==> src/ptx_regs.vh <==
// Constants for the parallel MAC transmit capture block
`ifndef PTX_REGS_VH
`define PTX_REGS_VH

// Interface mode codes on mode_sel
`define PTX_MODE_TBI    3'h0
`define PTX_MODE_RTBI   3'h1
`define PTX_MODE_GMII   3'h2
`define PTX_MODE_MII    3'h3
`define PTX_MODE_RGMII  3'h4

// Line speed codes on speed_sel
`define PTX_SPD_10      2'h0
`define PTX_SPD_100     2'h1
`define PTX_SPD_1000    2'h2

// Captured word layout in the FIFO
`define PTX_CG_W        10
`define PTX_EN_BIT      10
`define PTX_ERR_BIT     11
`define PTX_WORD_W      12

// Reset values
`define PTX_RST_WORD    12'h000
`define PTX_RST_NIB     5'h00

// Buffer geometry
`define PTX_FIFO_DEPTH  16
`define PTX_FIFO_AW     4

`endif

==> src/ptx_capture.v <==
// Parallel MAC transmit capture with output FIFO
// Operation
// - TBI: code-group bit 9 from its own pin, taken on clock rise.
// - RTBI: shared pin gives bit 4 on rise, bit 9 on fall.
// - GMII/MII: asserted error input makes error symbols at 100Mb or 1000Mb.
// - RGMII: control pin on rise is transmit enable for the data.
// - RGMII: control pin on fall is enable XOR error from the MAC.
// - RTBI: data bits 3:0 on rise, bits 8:5 on fall.
// - RGMII: data bits 3:0 on rise, bits 7:4 on fall.
// - GMII/MII: enable sampled on rise marks the data as valid.
// - GMII and TBI: all data bits captured on clock rise.
`timescale 1ns/1ps
`default_nettype none
`include "ptx_regs.vh"

////////////////////////////////////////////////////////////////////////////
module ptx_fifo #(
  parameter WIDTH = `PTX_WORD_W,
  parameter DEPTH = `PTX_FIFO_DEPTH,
  parameter AW    = `PTX_FIFO_AW
) (
  // Clock and reset
  input  wire             clock,
  input  wire             sys_rst,
  // Fill side
  input  wire             in_valid,
  output wire             in_ready,
  input  wire [WIDTH-1:0] in_data,
  // Drain side, registered
  output reg              out_valid_q,
  input  wire             out_ready,
  output reg  [WIDTH-1:0] out_data_q
);
  reg  [WIDTH-1:0] mem [0:DEPTH-1];
  reg  [AW-1:0]    wr_q;
  reg  [AW-1:0]    rd_q;
  reg  [AW:0]      cnt_q;
  wire             push;
  wire             pop;

  assign in_ready = (cnt_q != DEPTH[AW:0]);
  assign push     = in_valid && in_ready;
  // Output stage refills when empty or being taken
  assign pop      = (cnt_q != {(AW+1){1'b0}}) &&
                    (!out_valid_q || out_ready);

  always @(posedge clock) begin
    if (push)
      mem[wr_q] <= in_data;
  end

  always @(posedge clock) begin
    if (sys_rst) begin
      wr_q        <= {AW{1'b0}};
      rd_q        <= {AW{1'b0}};
      cnt_q       <= {(AW+1){1'b0}};
      out_valid_q <= 1'b0;
      out_data_q  <= {WIDTH{1'b0}};
    end else begin
      if (push)
        wr_q <= wr_q + 1'b1;
      if (pop) begin
        rd_q       <= rd_q + 1'b1;
        out_data_q <= mem[rd_q];
      end
      if (push && !pop)
        cnt_q <= cnt_q + 1'b1;
      else if (pop && !push)
        cnt_q <= cnt_q - 1'b1;
      if (pop)
        out_valid_q <= 1'b1;
      else if (out_ready)
        out_valid_q <= 1'b0;
    end
  end
endmodule // ptx_fifo

////////////////////////////////////////////////////////////////////////////
module ptx_capture (
  // Clock and reset
  input  wire        clock,
  input  wire        sys_rst,
  // Configuration, same clock domain
  input  wire [2:0]  mode_sel,
  input  wire [1:0]  speed_sel,
  // MAC transmit pins
  input  wire        tx_clk_pin,
  input  wire [7:0]  tx_d_pin,
  input  wire        tx_b8_pin,
  input  wire        tx_b9_pin,
  // Captured stream
  output wire        cg_valid,
  input  wire        cg_ready,
  output wire [9:0]  cg_data,
  output wire        cg_en,
  output wire        cg_err,
  // Status
  output reg         overrun_q
);
  // Pin order: clock, bit9, bit8, data 7:0
  wire [10:0] pin_raw;
  reg  [10:0] s1_q;
  reg  [10:0] s2_q;
  reg  [10:0] s3_q;
  wire        rise;
  wire        fall;
  wire [9:0]  bus;
  reg  [4:0]  lo_q;
  reg         ctl_rise_q;
  reg  [`PTX_WORD_W-1:0] word_d;
  reg         push_d;
  reg  [`PTX_WORD_W-1:0] pend_q;
  reg         pend_v_q;
  wire        f_ready;
  wire [`PTX_WORD_W-1:0] f_out;
  wire        err_speed;

  assign pin_raw = {tx_clk_pin, tx_b9_pin, tx_b8_pin, tx_d_pin};

  // Two-flop synchronisers; third stage feeds edge and data logic only
  genvar i;
  generate
    for (i = 0; i < 11; i = i + 1) begin : g_sync
      always @(posedge clock) begin
        if (sys_rst) begin
          s1_q[i] <= 1'b0;
          s2_q[i] <= 1'b0;
          s3_q[i] <= 1'b0;
        end else begin
          s1_q[i] <= pin_raw[i];
          s2_q[i] <= s1_q[i];
          s3_q[i] <= s2_q[i];
        end
      end
    end
  endgenerate

  // Data taken from the sample just before the edge, like a real flop
  assign rise      = s2_q[10] && !s3_q[10];
  assign fall      = !s2_q[10] && s3_q[10];
  assign bus       = s3_q[9:0];
  // No GMII/MII error symbols exist at 10Mb; RGMII errors do not depend on speed
  assign err_speed = (speed_sel == `PTX_SPD_100) ||
                     (speed_sel == `PTX_SPD_1000);

  always @* begin
    word_d = `PTX_RST_WORD;
    push_d = 1'b0;
    case (mode_sel)
      `PTX_MODE_TBI: begin
        if (rise) begin
          word_d = {1'b0, 1'b1, bus};
          push_d = 1'b1;
        end
      end
      `PTX_MODE_RTBI: begin
        if (fall) begin
          word_d = {1'b0, 1'b1, bus[9], bus[3:0], lo_q};
          push_d = 1'b1;
        end
      end
      `PTX_MODE_GMII, `PTX_MODE_MII: begin
        if (rise) begin
          word_d[7:0] = (mode_sel == `PTX_MODE_MII) ?
                        {4'h0, bus[3:0]} : bus[7:0];
          word_d[`PTX_EN_BIT]  = bus[8];
          word_d[`PTX_ERR_BIT] = bus[9] && err_speed;
          push_d = bus[8] || (bus[9] && err_speed);
        end
      end
      `PTX_MODE_RGMII: begin
        if (fall) begin
          word_d[7:0] = {bus[3:0], lo_q[3:0]};
          word_d[`PTX_EN_BIT]  = ctl_rise_q;
          word_d[`PTX_ERR_BIT] = ctl_rise_q ^ bus[9];
          push_d = ctl_rise_q || (ctl_rise_q ^ bus[9]);
        end
      end
      default: begin
        word_d = `PTX_RST_WORD;
        push_d = 1'b0;
      end
    endcase
  end

  always @(posedge clock) begin
    if (sys_rst) begin
      lo_q       <= `PTX_RST_NIB;
      ctl_rise_q <= 1'b0;
      pend_q     <= `PTX_RST_WORD;
      pend_v_q   <= 1'b0;
      overrun_q  <= 1'b0;
    end else begin
      if (rise) begin
        lo_q       <= {bus[9], bus[3:0]};
        ctl_rise_q <= bus[9];
      end
      // The MAC cannot be stalled; a word that finds the slot busy and the FIFO full is lost
      if (push_d && pend_v_q && !f_ready) begin
        overrun_q <= 1'b1;
      end
      if (push_d && (!pend_v_q || f_ready)) begin
        pend_q   <= word_d;
        pend_v_q <= 1'b1;
      end else if (f_ready) begin
        pend_v_q <= 1'b0;
      end
    end
  end

  ptx_fifo #(
    .WIDTH (`PTX_WORD_W),
    .DEPTH (`PTX_FIFO_DEPTH),
    .AW    (`PTX_FIFO_AW)
  ) u_fifo (
    .clock       (clock),
    .sys_rst     (sys_rst),
    .in_valid    (pend_v_q),
    .in_ready    (f_ready),
    .in_data     (pend_q),
    .out_valid_q (cg_valid),
    .out_ready   (cg_ready),
    .out_data_q  (f_out)
  );

  assign cg_data = f_out[`PTX_CG_W-1:0];
  assign cg_en   = f_out[`PTX_EN_BIT];
  assign cg_err  = f_out[`PTX_ERR_BIT];
endmodule // ptx_capture

`default_nettype wire

==> config.mk <==
export PLATFORM = sky130hd
export DESIGN_NAME = ptx_capture
export DESIGN_NICKNAME = d
export VERILOG_FILES = /design/src/ptx_capture.v
export VERILOG_INCLUDE_DIRS = /design/src
export SDC_FILE = /design/constraint.sdc
export NUM_CORES = 1
export LEC_CHECK = 0
export BUFFER_PORTS_ARGS = -buffer_cell sky130_fd_sc_hd__buf_2
export CAP_MARGIN = 10
export CORE_ASPECT_RATIO = 1.75
export CORE_UTILIZATION = 32
export CTS_CLUSTER_SIZE = 20
export DETAILED_ROUTE_END_ITERATION = 8
export PLACE_DENSITY = 0.45
export SYNTH_ARGS = -nofsm -noshare
export SYNTH_HDL_FRONTEND = slang
export SYNTH_HIERARCHICAL = 1
export SYNTH_SLANG_ARGS = --single-unit
export TNS_END_PERCENT = 100
==> constraint.sdc <==
create_clock -name clock -period 3.2 [get_ports clock]
set_input_delay 0.64 -clock clock [delete_from_list [all_inputs] [get_ports clock]]
set_output_delay 0.64 -clock clock [all_outputs]
set_load 0.05 [all_outputs]
# == Yosys cells after proc, flatten, opt, wreduce, memory -nomap -nowiden ==
# Memory sizes are Yosys's and may differ from the RTL's. A register that Yosys moved wholly into a read port is not among the register bits.
# Index checks and enable logic that the tools add are counted.
# totals
ff_bits,67
mem_bits_rw,192
wordCells,106
mem_count,1
# memory_table
memory,depth,word_bits,read_ports,rd_clocked_by_memory_dff,wr,line,text
u_fifo.mem,16,12,1,1,1,ptx_capture.v:34,reg [WIDTH-1:0] mem [0:DEPTH-1];
# op_classes
n_addsub,4
eq_ne,7
mux,23
bitwise,1
reduce_logical,28
# ops
operator,n
8-bit case mux with 4 select lines,1
8-bit two-way mux,3
11-bit two-way mux,2
1-bit logical AND,10
1-bit two-way mux,10
5-bit two-way mux,2
4-bit by 1-bit adder with 4-bit output (second input constant),2
2-bit case mux with 4 select lines,1
1-bit logical NOT,7
3-bit by 2-bit == test with 1-bit output (second input constant),2
2-bit nonzero test,3
5-bit by 1-bit adder with 5-bit output (second input constant),1
1-bit logical OR,5
5-bit != test (second input constant),1
5-bit nonzero test,1
5-bit by 1-bit subtractor with 5-bit output (second input constant),1
2-bit two-way mux,2
1-bit case mux with 4 select lines,1
2-bit case mux with 2 select lines,1
3-bit by 1-bit == test with 1-bit output (second input constant),1
3-bit == test (second input constant),1
3-bit logical NOT,1
2-bit by 1-bit == test with 1-bit output (second input constant),1
2-bit == test (second input constant),1
2 further kinds,2

# == Logic depth before layout (Yosys ltp) ==
# Gate-level depths: netlist of run 1.
# depth
word_depth,8
depth_mapped,11
mapped_depth_nobuf,10

# == Cells and area by module ==
# Netlist of run 1, hierarchy kept.
# modules_own_cells
module,instances,cells_per_inst,area_each_um2
ptx_fifo,1,480,8654.6
ptx_capture,1,192,2033.2

# == Least setup slack after synthesis of run 1 ==
# No wires, ideal clock.
# synth_path
path_type,input -> register
start,input port cg_ready
end,register u_fifo.cnt_q[4]
t_arrival_ns,2.769
slack_ns,0.310
cell_stages,11
n_path_buf,1
cell_sequence,nand2b_1 > a21boi_2 > inv_2 > buf_4 > ha_1 > inv_1 > fa_1 > a21o_1 > a21oi_1 > mux2i_1 > mux2_2
# synth_between
elab_chain_cells,5
# synth_lines
element,line,text
from (decl),ptx_capture.v:93,"input wire cg_ready,"
1-bit logical OR *,ptx_capture.v:45,(!out_valid_q || out_ready);
1-bit logical AND *,ptx_capture.v:44,assign pop = (cnt_q != {(AW+1){1'b0}}) &&
1-bit logical NOT,ptx_capture.v:66,if (push && !pop)
1-bit logical AND,ptx_capture.v:66,
5-bit two-way mux / 2-bit nonzero test (equally long branches),-,
to (signal assigned),ptx_capture.v:56,cnt_q <= {(AW+1){1'b0}};
to (signal assigned),ptx_capture.v:67,cnt_q <= cnt_q + 1'b1;
to (signal assigned),ptx_capture.v:69,cnt_q <= cnt_q - 1'b1;
to (decl),ptx_capture.v:37,reg [AW:0] cnt_q;
# Every way passes the cells marked *; elsewhere a longest branch is shown, timed or not.
# A chain may end at the register's enable or synchronous reset.

# == Worst setup path after layout of run 1 ==
# layout_path
start,register u_fifo.cnt_q[0]
end,register u_fifo.cnt_q[4]
# layout_between
elab_chain_cells,5
# layout_lines
element
branches (longest 5 deep; another with 5-bit by 1-bit subtractor with 5-bit output)
# Parallel ways; which one is timed is not known. The select of a mux whose other input is x is not followed.

==> key figures, run 1 <==
STA
  • Setup_tns: 0 ns
  • Setup violators final: 0
  • Max Freq: 0.364 GHz
  • Least-Margin Pin Slew: around 0.96 ns
  • RSZ-0062 raised after global routing: false
  • Slew Limit Headroom: 0.360
  • Setup Skew: between 0.01 and 0.015 ns
  • Final period utilization: 0.859
  • Fin. max-slew vios: 0
  • Post-route minimum period: 2.75 ns
  • Hold Slack: about 0.32 ns
  • Final hold vios: 0

Clock network
  • Clock latency on the worst-skew pair: 0.53 ns
  • CTS root buffer: clkbuf_16
  • CTS buffer count: 25
  • Clk slew on worst S/H paths: roughly 0.06 ns
  • Cts repair resizes: 0
  • Clk buf depth: 3
  • # Post-CTS Setup Buffers: 0
  • H-tree depth: 1
  • Post-CTS Hold Buffers: 0
  • TritonCTS clock tree: yes
  • Clock sink count: 270

Placed design
  • Detailed Place HPWL: 15.6 mm
  • GP Congestion: 0.711
  • DP Cell Count: 1099
  • Number of I/O port buffers: 32

Synth
  • Dominant synthesized flop cell: edfxtp_1
  • Sequential fraction of the synthesis area: 0.686
  • Synth Instances: approximately 670
  • Number of distinct library cells after synthesis: 63
  • Syn avg cell area: 15.9 µm²
  • Seq cells post-synth: 270
  • Number of enable-type register cells in the synthesized netlist: 192
  • YS warnings: 6
  • Synthesized area: about 0.011 mm²
  • Syn nets: 702
  • Asr flop ratio synth: 0

Power
  • Power Density: 706 mW/mm²
  • Final Total Pwr: around 8.6 mW
  • Max VDD drop: ~0.42 mV
  • Static Leak: 3.88 nW

Routing
  • Remaining antenna violation count: 0
  • DR iter-0 viols: about 250
  • DRT Pass-1 Iters: 4
  • Vias per cell: ~5
  • Via Count: 5727
  • DR DRC count: 0
  • DR WL/cell: 20.1 µm
  • Total Wirelength: 23.1 mm

Critical path
  • Worst setup EP type: register
  • Delay-heaviest family, CP: adder cells
  • Critical Path Start Type: register
  • Cell Chain, Critical Path: nor4_4 > a21boi_2 > inv_2 > ha_1 > inv_1 > fa_1 > a21o_1 > a21oi_1 > mux2i_1 > mux2_2
  • CP peak stage delay: 0.42 ns
  • CP bufs+invs: 2
  • Crit path max fanout: 5
  • WS Path Type: reg2reg
  • Crit path required time: ~3.6 ns
  • Worst path slowest cell: nor4_4
  • R2R Setup Slk: 0.45 ns
  • CP arrival: 3.16 ns

Final layout
  • Layout cells sized above 1: 0.235
  • Finished Layout Cells: 1145
  • Area growth, synth to finish: 14.0%
  • N_diodes: 0
  • Nets: about 750

GRT
  • Met1 Use GR: 0.140
  • Largest net degree at the start of global routing: between 80 and 90
  • Gr usage total: 0.139
  • Vias in the first global route: 6120
  • Met2 usage: 0.281
  • Grt total ovfl: 0
  • Global-route layer with the greatest usage: met2
  • Met3 usage: 0.0167
  • First-pass GRT wire length: 35.8 mm
  • Initial antenna violation count: 0

Die
  • IO Pins: 33
  • Die Wd: 140 µm
  • Die Area: 0.0342 mm²
  • Core Rows: 88
  • Core area: 0.0329 mm²
  • Starting Density: 0.325
  • Die Y: 244 µm

Run
  • MaxCap Viol Count: 0

Status
  • Status: completed

Min path
  • Worst min path class: in2reg
power by group:
part           switching [mW]  internal [mW]  leakage, nW
Clock                    1.24           1.68        0.391
Sequential              0.170           3.83         2.35
Combinational            1.01          0.675         1.14
Total                    2.42           6.19         3.88
worst paths after layout:
check / start / end / depth (start not counted)
setup / recovery: u_fifo/cnt_q[0] / u_fifo/cnt_q[4] / 10
hold / removal: tx_d_pin[4] / s1_q[4] / 2
setup reg to reg: u_fifo/cnt_q[0] / u_fifo/cnt_q[4] / 10
hold reg to reg: s2_q[3] / bus[3] / 1
cell usage in the layout (no fill, tap or decap), types with 5 or more instances in the layout:
cell,Yosys,layout
a221oi_2,9,9
nand2_1,16,16
mux4_2,24,24
nor3_1,18,14
xor2_1,6,6
dfxtp_1,78,76
edfxtp_1,192,192
clkbuf_1,13,10
inv_1,16,16
a21oi_1,12,12
nor2b_1,39,39
mux2i_1,54,54
nand2b_1,9,9
a22oi_1,12,12
buf_4,5,26
a221oi_1,6,6
nor2_1,42,42
o22ai_1,14,14
ha_1,10,10
clkbuf_16,0,25
o22ai_2,10,10
nor3_2,1,5
a211oi_2,11,11
buf_2,11,31
layer usage:
metal | part of all wire | up-vias | routed length [µm]
met5 | 0 | - | 0
met4 | 0.030 | 0 | 692
met3 | 0.026 | 43 | 604
li1 | - | 2677 | -
met1 | 0.36 | 2916 | 8310
met2 | 0.58 | 91 | 13500
registers in the layout (all words and copies together) (netlist names):
| register | count |
|---|---|
| u_fifo/mem | 192 |
| pend_q | 12 |
| u_fifo/out_data_q | 12 |
| s1_q | 11 |
| s2_q | 11 |
| bus | 10 |
| lo_q | 5 |
| u_fifo/cnt_q | 5 |
| u_fifo/rd_q | 4 |
| u_fifo/wr_q | 4 |
| overrun_q | 1 |
| pend_v_q | 1 |
| s3_q | 1 |
| u_fifo/out_valid_q | 1 |
final cells by class:
| class | count | area [µm²] |
|---|---|---|
| Fill cell | 3042 | 20700 |
| Sequential cell | 270 | 7330 |
| Multi-Input combinational cell | 348 | 3110 |
| Clock buffer | 38 | 704 |
| Tap cell | 405 | 507 |
| Timing Repair Buffer | 58 | 370 |
| Clock inverter | 8 | 92.6 |
| Inverter | 18 | 67.6 |
per-stage QoR:
stage	worst slack (ns)	utilization	instance area, µm²
2_1_floorplan	0.310	-	10700
3_3_place_gp	0.321	0.346	11400
3_5_place_dp	0.298	0.346	11400
4_1_cts	0.435	0.370	12200
5_1_grt	0.267	0.370	12200
6_report	0.451	0.370	12200
kinds of logic after synthesis:
kind of cell / synth area share
flip-flops: 0.686
multiplexers: 0.103
adder cells (fa/ha/maj): 0.0136
AO/OA/AOI/OAI: 0.0843
XOR/XNOR: 0.00819
AND/OR/NAND/NOR: 0.0800
buffers and inverters: 0.0252
synthesized netlist by cell type (3+ instances only):
library cell | instances | area, µm²
a221oi_1 | 6 | 52.6
a211oi_2 | 11 | 138
buf_6 | 3 | 33.8
nor2_1 | 42 | 158
xnor2_1 | 4 | 35.0
clkbuf_1 | 13 | 48.8
mux4_2 | 24 | 541
nor3_1 | 18 | 90.1
ha_1 | 10 | 125
a21oi_1 | 12 | 60.1
mux2i_1 | 54 | 541
buf_1 | 3 | 11.3
o22ai_1 | 14 | 87.6
a221oi_2 | 9 | 135
o211ai_1 | 3 | 22.5
dfxtp_1 | 78 | 1560
buf_2 | 11 | 55.1
buf_4 | 5 | 37.5
nor2b_1 | 39 | 244
nand2_1 | 16 | 60.1
a22oi_1 | 12 | 90.1
xor2_1 | 6 | 52.6
a211oi_1 | 4 | 30.0
nand2b_1 | 9 | 56.3
edfxtp_1 | 192 | 5770
inv_1 | 16 | 60.1
a32o_1 | 3 | 30.0
o22ai_2 | 10 | 125
Power figures use the tool's default switching activity.
==> inputs of run 2 (changes only) <==
==> constraint.sdc (replaced) <==
create_clock -name clock -period 3.2 [get_ports clock]
set_input_delay 0.16 -clock clock [delete_from_list [all_inputs] [get_ports clock]]
set_output_delay 0.16 -clock clock [all_outputs]
set_load 0.05 [all_outputs]
==> run 2 against run 1 <==
  * Sequential cell count unchanged
  * Maximum frequency fell by 1.9%
  * First-iteration DRC count fell by 4.3%
  * Non-clock buffer count increased by 13
  * Via count shrank 0.51%
  * Critical path depth stayed put
  * Routed wire length fell by 0.53%
  * Clock power is 3% higher
  * Cell area grew 1.3%
  * Power increased by 1.3%
  * Critical path type unchanged
  * Sequential share of layout area shrank 0.76 points
  * Register-to-register slack lost 0.05 ns
==> key figures, run 2 (synthesis gave the netlist of run 1 again) <==
Clock network
  • TritonCTS clock tree: yes
  • Clock latency on the worst-skew pair: 0.52 ns (about the same)
  • Clk slew on worst S/H paths: 0.06 ns (about the same)
  • CTS root buffer: clkbuf_16
  • H-tree depth: 1 (unchanged)
  • Cts repair resizes: 0 (unchanged)
  • Clk buf depth: 3 (unchanged)
  • Clock sink count: 270 (unchanged)
  • CTS buffer count: 25 (unchanged)

STA
  • Setup violators final: 0 (unchanged)
  • Max Freq: 0.357 GHz (-1.9%)
  • Fin. max-slew vios: 0 (unchanged)
  • Slew Limit Headroom: 0.329 (-0.0303)
  • RSZ-0062 raised after global routing: false
  • Setup_tns: 0 ns (unchanged)
  • Setup Skew: 0.00729 ns (-0.00645 ns)
  • Final period utilization: 0.875 (+0.0164)
  • Final hold vios: 0 (unchanged)
  • Post-route minimum period: 2.80 ns (+0.0525 ns)
  • Least-Margin Pin Slew: 1.01 ns (+0.0455 ns)

Critical path
  • Worst setup EP type: register
  • CP peak stage delay: 0.44 ns (+0.02 ns)
  • Crit path required time: 3.62 ns (about the same)
  • WS Path Type: reg2reg
  • Cell Chain, Critical Path: nor4_4 > a21boi_2 > inv_2 > ha_1 > inv_1 > fa_1 > a21o_1 > a21oi_1 > mux2i_1 > mux2_2
  • Critical Path Start Type: register
  • CP arrival: 3.22 ns (+0.06 ns)
  • Worst path slowest cell: nor4_4
  • Crit path max fanout: 5 (unchanged)

Placed design
  • Detailed Place HPWL: 15.6 mm (about the same)
  • GP Congestion: 0.722 (+1.5%)
  • Number of I/O port buffers: 32 (unchanged)

Final layout
  • Nets: 764 (+1.7%)
  • N_diodes: 0 (unchanged)
  • Largest Register: u_fifo/mem
  • Commonest cells after routing, fill and taps aside: edfxtp_1, dfxtp_1, mux2i_1
  • Area growth, synth to finish: 15.5%
  • Top flop regs: u_fifo/mem x192, pend_q x12, u_fifo/out_data_q x12
  • Final design utilization: 0.375 (+0.00471)
  • Layout cells sized above 1: 0.234 (-0.00109)
  • Max reg flops: 192 (unchanged)
  • Commonest non-fill, non-tap cell in the layout: edfxtp_1

Routing
  • Vias per cell: 4.92 (-1.5%)
  • DR WL/cell: 19.8 µm (-1.6%)
  • Remaining antenna violation count: 0 (unchanged)
  • DR DRC count: 0 (unchanged)
  • Total Wirelength: 22.9 mm (-0.53%)
  • DRT Pass-1 Iters: 4 (unchanged)
  • Via Count: 5698 (-0.51%)
  • DR iter-0 viols: 242 (-4.3%)

Power
  • Power Density: 707 mW/mm² (about the same)
  • Sw frac: 0.281 (about the same)
  • Comb power frac: 0.194 (-0.002)
  • Pint: 6.27 mW (+1.3%)
  • Power share of the sequential group: 0.460 (-0.005)
  • Switch Pwr: 2.45 mW (+1.3%)
  • Static Leak: 3.93 nW (+1.3%)
  • Max VDD drop: 0.377 mV (-9.5%)
  • Clk pwr share: 0.346 (+0.007)

Die
  • Die Y: 244 µm (unchanged)
  • Die Wd: 140 µm (unchanged)
  • Starting Density: 0.325 (unchanged)
  • Die Area: 0.0342 mm² (unchanged)
  • IO Pins: 33 (unchanged)
  • Core area: 0.0329 mm² (unchanged)
  • Core Rows: 88 (unchanged)

GRT
  • Gr usage total: 0.138 (-0.000838)
  • Grt total ovfl: 0 (unchanged)
  • Vias in the first global route: 6168 (+0.78%)
  • Initial antenna violation count: 0 (unchanged)
  • Largest net degree at the start of global routing: 84 (unchanged)
  • First-pass GRT wire length: 35.7 mm (about the same)

Min path
  • Worst min path class: in2reg

Run
  • MaxCap Viol Count: 0 (unchanged)

Status
  • Status: completed
==> run 2: what timing repair did <==
action	in CTS	in global routing
buffers inserted	0	0
hold endpoints to repair	12	0
hold buffers	12	0
==> run 2: worst paths after layout <==
check | start | endpoint | slack (ns) | cells after the start
max | u_fifo/cnt_q[0] | u_fifo/cnt_q[4] | 0.40 | 10
min | mode_sel[0] | pend_q[9] | 0.17 | 4
max reg2reg | u_fifo/cnt_q[0] | u_fifo/cnt_q[4] | 0.40 | 10
min reg2reg | s2_q[1] | bus[1] | 0.44 | 1
==> run 2: power by group through the flow <==
| stage | Sequential (mW) | Clock (mW) | Combinational, mW |
|---|---|---|---|
| 2_1_floorplan | 4.21 | 0 | 1.14 |
| 3_3_place_gp | 4.09 | 0 | 1.67 |
| 3_5_place_dp | 4.10 | 0 | 1.71 |
| 4_1_cts | 4.02 | 3.12 | 1.72 |
| 5_1_grt | 4.04 | 3.25 | 1.81 |
| 6_report | 4.01 | 3.02 | 1.69 |
==> run 2: stage by stage <==
stage | total power [mW] | setup WS, ns | std cells | hold slack [ns] | cell area [µm²]
finish | 8.72 | 0.399 | 1157 | 0.174 | 12300
floorplan | 5.35 | 0.333 | 672 | 0.288 | 10700
global placement | 5.76 | 0.545 | 1100 | 0.375 | 11400
CTS | 8.86 | 0.404 | 1157 | 0.145 | 12300
global route | 9.10 | 0.214 | 1157 | 0.185 | 12300
detailed placement | 5.81 | 0.432 | 1100 | 0.376 | 11400
==> run 2: critical path: cells and delay by family (launching register included) <==
kind                       cells  cell delay [ns]
adders and majority gates      2             0.59
and+or+nand+nor                1             0.44
AOI/OAI and AO/OA              3             0.54
DFF                            1             0.40
muxes                          2             0.55
buffers and inverters          2             0.18
==> run 2: metal layers <==
layer	up-vias	wire length (µm)	global-route usage
met5	-	0	0
met4	0	578	0.0495
met3	34	547	0.0165
met2	65	13400	0.283
met1	2890	8460	0.139
li1	2709	-	-
==> run 2: final cells by class <==
type                       count  area [µm²]
inverter                      18        67.6
clock inverter                17         188
tap                          405         507
clock buffer                  28         637
timing repair buffer          71         498
multi-input combinational    348        3110
fill                        3027       20600
sequential                   270        7330
